### src/verilog/fwr_pkg.sv
package fwr_pkg;
   // link data and register index widths
   localparam int DW = 16;
   localparam int AW = 3;
   localparam int NF = 6;
   localparam int NW = 4;
   // fault positions in the fault flag word
   localparam int F_PRI_UV = 0;
   localparam int F_PRI_OV = 1;
   localparam int F_SEC_UV = 2;
   localparam int F_SEC_OV = 3;
   localparam int F_OVERCURRENT = 4;
   localparam int F_SHORT_CIRCUIT = 5;
   // device register indices on the link
   localparam logic [AW-1:0] REG_FAULT_STAT = 3'h0;
   localparam logic [AW-1:0] REG_WARN_STAT = 3'h1;
   localparam logic [AW-1:0] REG_FAULT_MASK = 3'h2;
   localparam logic [AW-1:0] REG_WARN_MASK = 3'h3;
   localparam logic [AW-1:0] REG_SAFE_STATE = 3'h4;
   localparam logic [AW-1:0] REG_CONTROL = 3'h5;
   localparam logic [AW-1:0] REG_WARN_PEND = 3'h6;
   localparam int CLR_BIT = 0;
   localparam logic [NF-1:0] FAULT_MASK_RST = 6'h00;
   localparam logic [2*NF-1:0] SAFE_STATE_RST = 12'h000;
   typedef enum logic [1:0] {
      SS_PULL_LOW = 2'h0,
      SS_PULL_HIGH = 2'h1,
      SS_IGNORE = 2'h2
   } fwr_safe_e;
   // host apb map
   localparam logic [7:0] A_CMD = 8'h00;
   localparam logic [7:0] A_RESULT = 8'h04;
   localparam logic [7:0] A_IRQ_STAT = 8'h08;
   localparam logic [7:0] A_IRQ_MASK = 8'h0c;
   localparam logic [7:0] A_ALARM = 8'h10;
   localparam int CMD_ADDR_LSB = 16;
   localparam int CMD_WE_BIT = 24;
   localparam int RES_BUSY_BIT = 16;
   localparam int RES_ERR_BIT = 17;
   localparam int NIRQ = 3;
   localparam int IRQ_FAULT = 0;
   localparam int IRQ_WARN = 1;
   localparam int IRQ_DONE = 2;
   typedef enum logic [1:0] {
      HS_IDLE = 2'b01,
      HS_WAIT = 2'b10
   } fwr_hst_e;
endpackage

### src/verilog/fwr_link_if.sv
interface fwr_link_if;
   logic req;
   logic we;
   logic [fwr_pkg::AW-1:0] addr;
   logic [fwr_pkg::DW-1:0] wdata;
   logic [fwr_pkg::DW-1:0] rdata;
   logic ack;
   logic err;
   logic fault_alarm_n;
   logic warning_alarm_n;
   modport dev (
      input req, we, addr, wdata,
      output rdata, ack, err, fault_alarm_n, warning_alarm_n
   );
   modport host (
      output req, we, addr, wdata,
      input rdata, ack, err, fault_alarm_n, warning_alarm_n
   );
endinterface

### src/verilog/fwr_device.sv
module fwr_device #(
   parameter int NUM_WARN = fwr_pkg::NW
) (
   input wire logic CORE_CLK_I, // core clock
   input wire logic RST_B_I, // async reset, low
   fwr_link_if.dev LINK, // register and alarm link
   input wire logic [fwr_pkg::NF-1:0] FAULT_COND_I, // fault detectors
   input wire logic [NUM_WARN-1:0] WARN_COND_I, // warning detectors
   input wire logic GATE_CMD_I, // pwm command
   output logic SOURCE_OUTPUT_O, // high side on
   output logic SINK_OUTPUT_O, // low side on
   output logic LINK_ENABLED_O // register link accepted
);
   localparam int NF = fwr_pkg::NF;
   localparam int DW = fwr_pkg::DW;

   logic [NF+NUM_WARN:0] sync_q;
   logic [NF-1:0] fault_cond;
   logic [NUM_WARN-1:0] warn_cond;
   logic gate_cmd;

   fwr_sync #(.W(NF + NUM_WARN + 1)) u_sync (
      .clk_i(CORE_CLK_I),
      .rst_b_i(RST_B_I),
      .d_i({GATE_CMD_I, WARN_COND_I, FAULT_COND_I}),
      .q_o(sync_q)
   );
   assign fault_cond = sync_q[NF-1:0];
   assign warn_cond = sync_q[NF+NUM_WARN-1:NF];
   assign gate_cmd = sync_q[NF+NUM_WARN];

   // register and link state
   logic ack_ff, nxt_ack_ff;
   logic err_ff, nxt_err_ff;
   logic [DW-1:0] rdata_ff, nxt_rdata_ff;
   logic [NF-1:0] fault_mask_ff, nxt_fault_mask_ff;
   logic [NUM_WARN-1:0] warn_mask_ff, nxt_warn_mask_ff;
   logic [2*NF-1:0] safe_ff, nxt_safe_ff;
   logic clr_ff, nxt_clr_ff;
   // flag state
   logic [NF-1:0] fault_flag_ff, nxt_fault_flag_ff;
   logic [NUM_WARN-1:0] warn_prev_ff, nxt_warn_prev_ff;
   logic [NUM_WARN-1:0] warn_pend_ff, nxt_warn_pend_ff;
   logic falarm_n_ff, nxt_falarm_n_ff;
   logic walarm_n_ff, nxt_walarm_n_ff;
   // output state
   logic source_ff, nxt_source_ff;
   logic sink_ff, nxt_sink_ff;
   logic link_en_ff, nxt_link_en_ff;

   logic take;
   logic warn_rd;
   logic [NF-1:0] fault_act;
   logic [NF-1:0] force_low;
   logic [NF-1:0] force_high;

   // primary supply loss cuts the register link, not latched
   assign take = LINK.req && !ack_ff;
   assign warn_rd = take && link_en_ff && !LINK.we && LINK.addr == fwr_pkg::REG_WARN_STAT;

   always_comb begin
      nxt_ack_ff = take;
      nxt_err_ff = take && !link_en_ff;
      nxt_rdata_ff = rdata_ff;
      nxt_fault_mask_ff = fault_mask_ff;
      nxt_warn_mask_ff = warn_mask_ff;
      nxt_safe_ff = safe_ff;
      nxt_clr_ff = 1'b0;
      nxt_link_en_ff = !(fault_cond[fwr_pkg::F_PRI_UV] || fault_cond[fwr_pkg::F_PRI_OV]);
      if (take && link_en_ff) begin
         nxt_rdata_ff = '0;
         if (LINK.we) begin
            case (LINK.addr)
               fwr_pkg::REG_FAULT_MASK: nxt_fault_mask_ff = LINK.wdata[NF-1:0];
               fwr_pkg::REG_WARN_MASK: nxt_warn_mask_ff = LINK.wdata[NUM_WARN-1:0];
               fwr_pkg::REG_SAFE_STATE: nxt_safe_ff = LINK.wdata[2*NF-1:0];
               fwr_pkg::REG_CONTROL: nxt_clr_ff = LINK.wdata[fwr_pkg::CLR_BIT];
               default: nxt_rdata_ff = '0;
            endcase
         end else begin
            case (LINK.addr)
               fwr_pkg::REG_FAULT_STAT: nxt_rdata_ff[NF-1:0] = fault_flag_ff;
               fwr_pkg::REG_WARN_STAT: nxt_rdata_ff[NUM_WARN-1:0] = warn_cond;
               fwr_pkg::REG_FAULT_MASK: nxt_rdata_ff[NF-1:0] = fault_mask_ff;
               fwr_pkg::REG_WARN_MASK: nxt_rdata_ff[NUM_WARN-1:0] = warn_mask_ff;
               fwr_pkg::REG_SAFE_STATE: nxt_rdata_ff[2*NF-1:0] = safe_ff;
               fwr_pkg::REG_CONTROL: nxt_rdata_ff[fwr_pkg::CLR_BIT] = clr_ff;
               fwr_pkg::REG_WARN_PEND: nxt_rdata_ff[NUM_WARN-1:0] = warn_pend_ff;
               default: nxt_rdata_ff = '0;
            endcase
         end
      end
   end

   always_ff @(posedge CORE_CLK_I or negedge RST_B_I) begin
      if (!RST_B_I) begin
         ack_ff <= 1'b0;
         err_ff <= 1'b0;
         rdata_ff <= '0;
         fault_mask_ff <= fwr_pkg::FAULT_MASK_RST;
         warn_mask_ff <= '0;
         safe_ff <= fwr_pkg::SAFE_STATE_RST;
         clr_ff <= 1'b0;
         link_en_ff <= 1'b1;
      end else begin
         ack_ff <= nxt_ack_ff;
         err_ff <= nxt_err_ff;
         rdata_ff <= nxt_rdata_ff;
         fault_mask_ff <= nxt_fault_mask_ff;
         warn_mask_ff <= nxt_warn_mask_ff;
         safe_ff <= nxt_safe_ff;
         clr_ff <= nxt_clr_ff;
         link_en_ff <= nxt_link_en_ff;
      end
   end

   // a live condition wins over a clear in the same cycle
   always_comb begin
      nxt_fault_flag_ff = (fault_flag_ff & ~{NF{clr_ff}}) | fault_cond;
      // primary supply flags follow the supply, no latch
      nxt_fault_flag_ff[fwr_pkg::F_PRI_UV] = fault_cond[fwr_pkg::F_PRI_UV];
      nxt_fault_flag_ff[fwr_pkg::F_PRI_OV] = fault_cond[fwr_pkg::F_PRI_OV];
      nxt_warn_prev_ff = warn_cond;
      // edge set so a cleared warning waits for a fresh occurrence
      nxt_warn_pend_ff = (warn_cond & ~warn_prev_ff) |
                         (warn_pend_ff & ~{NUM_WARN{warn_rd}});
      nxt_falarm_n_ff = !(|(nxt_fault_flag_ff & ~fault_mask_ff));
      nxt_walarm_n_ff = !(|(nxt_warn_pend_ff & ~warn_mask_ff));
   end

   always_ff @(posedge CORE_CLK_I or negedge RST_B_I) begin
      if (!RST_B_I) begin
         fault_flag_ff <= '0;
         warn_prev_ff <= '0;
         warn_pend_ff <= '0;
         falarm_n_ff <= 1'b1;
         walarm_n_ff <= 1'b1;
      end else begin
         fault_flag_ff <= nxt_fault_flag_ff;
         warn_prev_ff <= nxt_warn_prev_ff;
         warn_pend_ff <= nxt_warn_pend_ff;
         falarm_n_ff <= nxt_falarm_n_ff;
         walarm_n_ff <= nxt_walarm_n_ff;
      end
   end

   // safe state per fault; warnings are deliberately absent here
   assign fault_act = fault_flag_ff & ~fault_mask_ff;
   genvar gi;
   generate
      for (gi = 0; gi < NF; gi++) begin : g_safe
         assign force_low[gi] = fault_act[gi] &&
                                safe_ff[2*gi +: 2] == fwr_pkg::SS_PULL_LOW;
         assign force_high[gi] = fault_act[gi] &&
                                 safe_ff[2*gi +: 2] == fwr_pkg::SS_PULL_HIGH;
      end
   endgenerate

   // pull low beats pull high: the safer of two conflicting choices
   always_comb begin
      if (|force_low) begin
         nxt_source_ff = 1'b0;
         nxt_sink_ff = 1'b1;
      end else if (|force_high) begin
         nxt_source_ff = 1'b1;
         nxt_sink_ff = 1'b0;
      end else begin
         nxt_source_ff = gate_cmd;
         nxt_sink_ff = !gate_cmd;
      end
   end

   always_ff @(posedge CORE_CLK_I or negedge RST_B_I) begin
      if (!RST_B_I) begin
         source_ff <= 1'b0;
         sink_ff <= 1'b1;
      end else begin
         source_ff <= nxt_source_ff;
         sink_ff <= nxt_sink_ff;
      end
   end

   assign LINK.ack = ack_ff;
   assign LINK.err = err_ff;
   assign LINK.rdata = rdata_ff;
   assign LINK.fault_alarm_n = falarm_n_ff;
   assign LINK.warning_alarm_n = walarm_n_ff;
   assign SOURCE_OUTPUT_O = source_ff;
   assign SINK_OUTPUT_O = sink_ff;
   assign LINK_ENABLED_O = link_en_ff;
endmodule

### src/verilog/fwr_sync.sv
module fwr_sync #(
   parameter int W = 1
) (
   input wire logic clk_i, // core clock
   input wire logic rst_b_i, // async reset, low
   input wire logic [W-1:0] d_i, // asynchronous level
   output logic [W-1:0] q_o // synchronised level
);
   logic [W-1:0] meta_ff;
   logic [W-1:0] sync_ff;

   always_ff @(posedge clk_i or negedge rst_b_i) begin
      if (!rst_b_i) begin
         meta_ff <= '0;
         sync_ff <= '0;
      end else begin
         meta_ff <= d_i;
         sync_ff <= meta_ff;
      end
   end

   assign q_o = sync_ff;
endmodule

### src/flat_wrapper.sv
// flat-port wrapper written by rule: the top's interface ports become plain ports
module fwr_device_flat 
#(
   parameter int NUM_WARN = fwr_pkg::NW
)
  (CORE_CLK_I, RST_B_I, FAULT_COND_I, WARN_COND_I, GATE_CMD_I, SOURCE_OUTPUT_O, SINK_OUTPUT_O, LINK_ENABLED_O, LINK_req, LINK_we, LINK_addr, LINK_wdata, LINK_rdata, LINK_ack, LINK_err, LINK_fault_alarm_n, LINK_warning_alarm_n);
  fwr_link_if LINK_i ();
  input wire logic CORE_CLK_I;
  input wire logic RST_B_I;
  input wire logic [fwr_pkg::NF-1:0] FAULT_COND_I;
  input wire logic [NUM_WARN-1:0] WARN_COND_I;
  input wire logic GATE_CMD_I;
  output logic SOURCE_OUTPUT_O;
  output logic SINK_OUTPUT_O;
  output logic LINK_ENABLED_O;
  input wire logic [$bits(LINK_i.req)-1:0] LINK_req;
  input wire logic [$bits(LINK_i.we)-1:0] LINK_we;
  input wire logic [$bits(LINK_i.addr)-1:0] LINK_addr;
  input wire logic [$bits(LINK_i.wdata)-1:0] LINK_wdata;
  output wire logic [$bits(LINK_i.rdata)-1:0] LINK_rdata;
  output wire logic [$bits(LINK_i.ack)-1:0] LINK_ack;
  output wire logic [$bits(LINK_i.err)-1:0] LINK_err;
  output wire logic [$bits(LINK_i.fault_alarm_n)-1:0] LINK_fault_alarm_n;
  output wire logic [$bits(LINK_i.warning_alarm_n)-1:0] LINK_warning_alarm_n;
  assign LINK_i.req = LINK_req;
  assign LINK_i.we = LINK_we;
  assign LINK_i.addr = LINK_addr;
  assign LINK_i.wdata = LINK_wdata;
  assign LINK_rdata = LINK_i.rdata;
  assign LINK_ack = LINK_i.ack;
  assign LINK_err = LINK_i.err;
  assign LINK_fault_alarm_n = LINK_i.fault_alarm_n;
  assign LINK_warning_alarm_n = LINK_i.warning_alarm_n;
  fwr_device #(.NUM_WARN(NUM_WARN)) u_core (.CORE_CLK_I(CORE_CLK_I), .RST_B_I(RST_B_I), .LINK(LINK_i), .FAULT_COND_I(FAULT_COND_I), .WARN_COND_I(WARN_COND_I), .GATE_CMD_I(GATE_CMD_I), .SOURCE_OUTPUT_O(SOURCE_OUTPUT_O), .SINK_OUTPUT_O(SINK_OUTPUT_O), .LINK_ENABLED_O(LINK_ENABLED_O));
endmodule
### config.mk
export PLATFORM = sky130hd
export DESIGN_NAME = fwr_device_flat
export DESIGN_NICKNAME = d
export VERILOG_FILES = /design/src/verilog/fwr_pkg.sv /design/src/verilog/fwr_link_if.sv /design/src/verilog/fwr_device.sv /design/src/verilog/fwr_sync.sv /design/src/flat_wrapper.sv
export SDC_FILE = /design/constraint.sdc
export NUM_CORES = 1
export LEC_CHECK = 0
export BUFFER_PORTS_ARGS = -buffer_cell sky130_fd_sc_hd__buf_2
export CAP_MARGIN = 25
export CORE_MARGIN = 3
export CORE_UTILIZATION = 25
export DETAILED_ROUTE_END_ITERATION = 10
export PLACE_DENSITY = 0.45
export SKIP_LAST_GASP = 1
export SLEW_MARGIN = 20
export SYNTH_ARGS = -nofsm -noshare
export SYNTH_HDL_FRONTEND = slang
export SYNTH_SLANG_ARGS = --single-unit
### constraint.sdc
create_clock -name CORE_CLK_I -period 1.7 [get_ports CORE_CLK_I]
set_clock_uncertainty 0.15 [all_clocks]
set_input_delay 0.085 -clock CORE_CLK_I [delete_from_list [all_inputs] [get_ports CORE_CLK_I]]
set_output_delay 0.085 -clock CORE_CLK_I [all_outputs]
set_load 0.02 [all_outputs]
==> impl_metrics.json <==
{
  "synth-edff-count": 0,
  "grt_antenna_before_repair": 0,
  "cts_tree": "built",
  "violations": "setup timing",
  "grt_pass1_vias": 2243,
  "rsz0062_at_grt": "yes",
  "synth_top_cell_by_area": "dfrtp_1",
  "io_buffers": 48,
  "wire_per_inst_um": 15.3,
  "cts_buffers": 9,
  "setup_ws_ns": -0.0590,
  "finalWirelength_um": 7450,
  "die_area_mm2": 0.0136,
  "combPwrFrac_pct": 10.4,
  "r2r_slack_ns": -0.06,
  "power_density_mw_per_mm2": 1090,
  "maxCapViolations": 0,
  "rows": 39,
  "regToRegEndpoint": "u_core.fault_mask_ff[2]",
  "yosysSeqAreaShare_pct": 64.0,
  "hpwl_um": 5510,
  "placed_area_mm2": 0.00368,
  "seq_power_share_pct": 43.7,
  "drive_gt1_share_pct": 37.6,
  "cp.arrival_ns": 1.83,
  "syn_avg_cell_area_um2": 13.0,
  "regToRegStartpoint": "u_core.LINK_ENABLED_O",
  "first_pass_iters": 4,
  "drt_iter0_markers": 103,
  "final_nets": 372,
  "die_h_um": 117,
  "cts-root-buf": "clkbuf_16",
  "rr_worst_depth": 4,
  "ys_ff_latch": 78,
  "total_power_w": 0.00471,
  "power.share.clock_pct": 45.9,
  "clk_latency_ns": 0.33,
  "worstMarginPinSlew_ns": 0.506,
  "grt_max_degree": 38,
  "finalHoldViolCount": 0,
  "boundaryPins": 57,
  "crit_type": "reg -> reg",
  "clkSlewWorstSetupHoldPaths_ns": 0.06,
  "grt_pass1_wl_um": 12200,
  "htree_levels": 3,
  "finalHoldWorstSlack_ns": 0.0218,
  "clockBufferDepth": 2,
  "peakVddDrop_mv": 0.446,
  "ys_types": 45,
  "tns_ns": -0.328,
  "leakage_nw": 2.04,
  "yosysTopAreaCellShare_pct": 60.6,
  "die_x_um": 117,
  "grt_util_all_layers_pct": 12.1,
  "ant_nets": 0,
  "core_area_mm2": 0.0117,
  "relSlewSlack_pct": 66.3,
  "switching_power_w": 0.00108,
  "synthFlopType": "dfrtp_1",
  "hold_class": "in -> reg",
  "gp_congestion": 0.760,
  "via_per_inst": 4.45,
  "syn_area_mm2": 0.00306,
  "cts_sinks": 78,
  "min_period_ns": 1.76,
  "finalSetupViolCount": 7,
  "async_flop_share_pct": 100,
  "synth_area_leaders": "dfrtp_1 61%, mux2_2 5.5%, dfstp_2 3.4%",
  "grt-ovfl-total": 0,
  "final_util_pct": 37.1,
  "antennaDiodeCount": 0,
  "vias": 2162,
  "netlist_instances": 235,
  "drcViolationCount": 0,
  "swShare_pct": 22.8,
  "internal_power_w": 0.00364,
  "status": "finished, violations left",
  "crit_required_ns": 1.77,
  "fin_area_mm2": 0.00433,
  "worstSetupStartpointType": "register",
  "yosys_warnings": 0,
  "crit_end": "u_core.fault_mask_ff[2]",
  "fin_crit_sh_pct": 103,
  "start_util_pct": 26.2,
  "end_kind": "register",
  "areaGrowthSynthToFinish_pct": 41.4,
  "max_freq_ghz": 0.569,
  "startpoint": "u_core.LINK_ENABLED_O",
  "slew_violations": 0,
  "cp_max_fo": 6
}
-- sequential cells by signal (all words and copies together) (netlist names), 6 cells and up --
register,count
u_core.LINK.rdata,12
u_core.fault_flag_ff,6
u_core.fault_mask_ff,6
u_core.safe_ff,12
u_core.u_sync.meta_ff,11
u_core.u_sync.q_o,11
-- per-layer routing --
| layer | track usage, % | wire [µm] | up-vias |
|---|---|---|---|
| li1 | - | - | 1043 |
| met1 | 16.1 | 3540 | 1057 |
| met2 | 18.6 | 3490 | 55 |
| met3 | 3.63 | 327 | 7 |
| met4 | 4.59 | 86 | 0 |
| met5 | 0 | 0 | - |
-- final cells by class --
type                       count  area [µm²]
multi-input combinational    137        1070
tap                          143         179
sequential                    78        1960
inverter                      10        37.5
clock buffer                  12         267
timing repair buffer         102         743
fill                        1142        7340
clock inverter                 4        76.3
-- repair_timing --
action / 4_1_cts / 5_1_grt
setup buffers: 1 / 0
endpoints found under the hold margin: 97 / 0
resized for setup: 6 / 5
endpoints found under the setup margin: 16 / 26
pin swaps: 1 / 3
hold buffers: 25 / 0
cloned: 0 / 0
-- worst min-delay path by stage --
stage | end | depth (start not counted) | slack (ns) | start
after floorplan | u_core.LINK.ack | 0 | -0.36 | RST_B_I
after global placement | u_core.clr_ff | 1 | -0.05 | RST_B_I
after detailed placement | u_core.clr_ff | 1 | -0.05 | RST_B_I
after CTS | u_core.LINK.rdata[2] | 4 | 0.0008 | LINK_we
after global routing | u_core.clr_ff | 4 | 0.03 | LINK_addr[0]
final | u_core.clr_ff | 4 | 0.02 | LINK_addr[0]
-- power groups by stage --
stage | clock network, W | registers (W) | logic, W
floorplan | 0 | 0.00210 | 0.000215
detailed placement | 0 | 0.00209 | 0.000446
global placement | 0 | 0.00209 | 0.000441
finish | 0.00216 | 0.00206 | 0.000490
CTS | 0.00223 | 0.00206 | 0.000497
global route | 0.00233 | 0.00207 | 0.000545
-- critical path, stage by stage, from the launching register on --
cell and delay, ns:
dfstp_2 0.52, and3b_1 0.18, nand2_1 0.07, or3_4 0.40, mux2_4 0.31
-- layout by cell type, fill, tap and decap left out, types with 4 or more instances in the layout --
cell type / n
nor4b_1: 4
conb_1: 4
dfrtp_1: 74
a22o_1: 8
o21ai_0: 10
nand2b_1: 5
buf_4: 26
mux2_2: 15
nor2_1: 7
mux2_4: 6
inv_1: 10
buf_2: 47
nand2_1: 15
nor2b_1: 5
dlygate4sd3_1: 25
mux2i_1: 9
dfstp_2: 4
clkbuf_16: 9
a21oi_1: 7
-- cell families (layout without fill, tap and decap cells) --
kind of cell | Yosys count | count (layout) | synth area share [%]
mux | 31 | 31 | 11.4
other cells | 1 | 4 | 0.123
simple gates | 57 | 57 | 10.8
buf+inv | 23 | 128 | 3.60
flops | 78 | 78 | 64.0
compound gates | 45 | 45 | 10.0
-- cell usage after synthesis, types with 3 or more instances --
cell / instances
dfstp_2: 4
nand3_1: 3
dfrtp_1: 74
nand2_1: 15
nor2b_1: 5
mux2_1: 6
mux2_2: 15
nor4b_1: 4
buf_4: 5
nor3_1: 3
buf_2: 4
inv_1: 10
o21ai_0: 11
nand2b_1: 5
a21oi_1: 7
a22o_1: 8
mux2i_1: 9
nand3b_1: 3
o22ai_1: 3
clkbuf_1: 4
nor2_1: 7
-- per-stage QoR --
step	cells	setup slack [ns]
floorplan	238	-0.164
global placement	444	-0.163
detailed placement	444	-0.176
CTS	486	-0.0590
global route	486	-0.0992
finish	486	-0.0590
(Power assumes the default switching activity.)
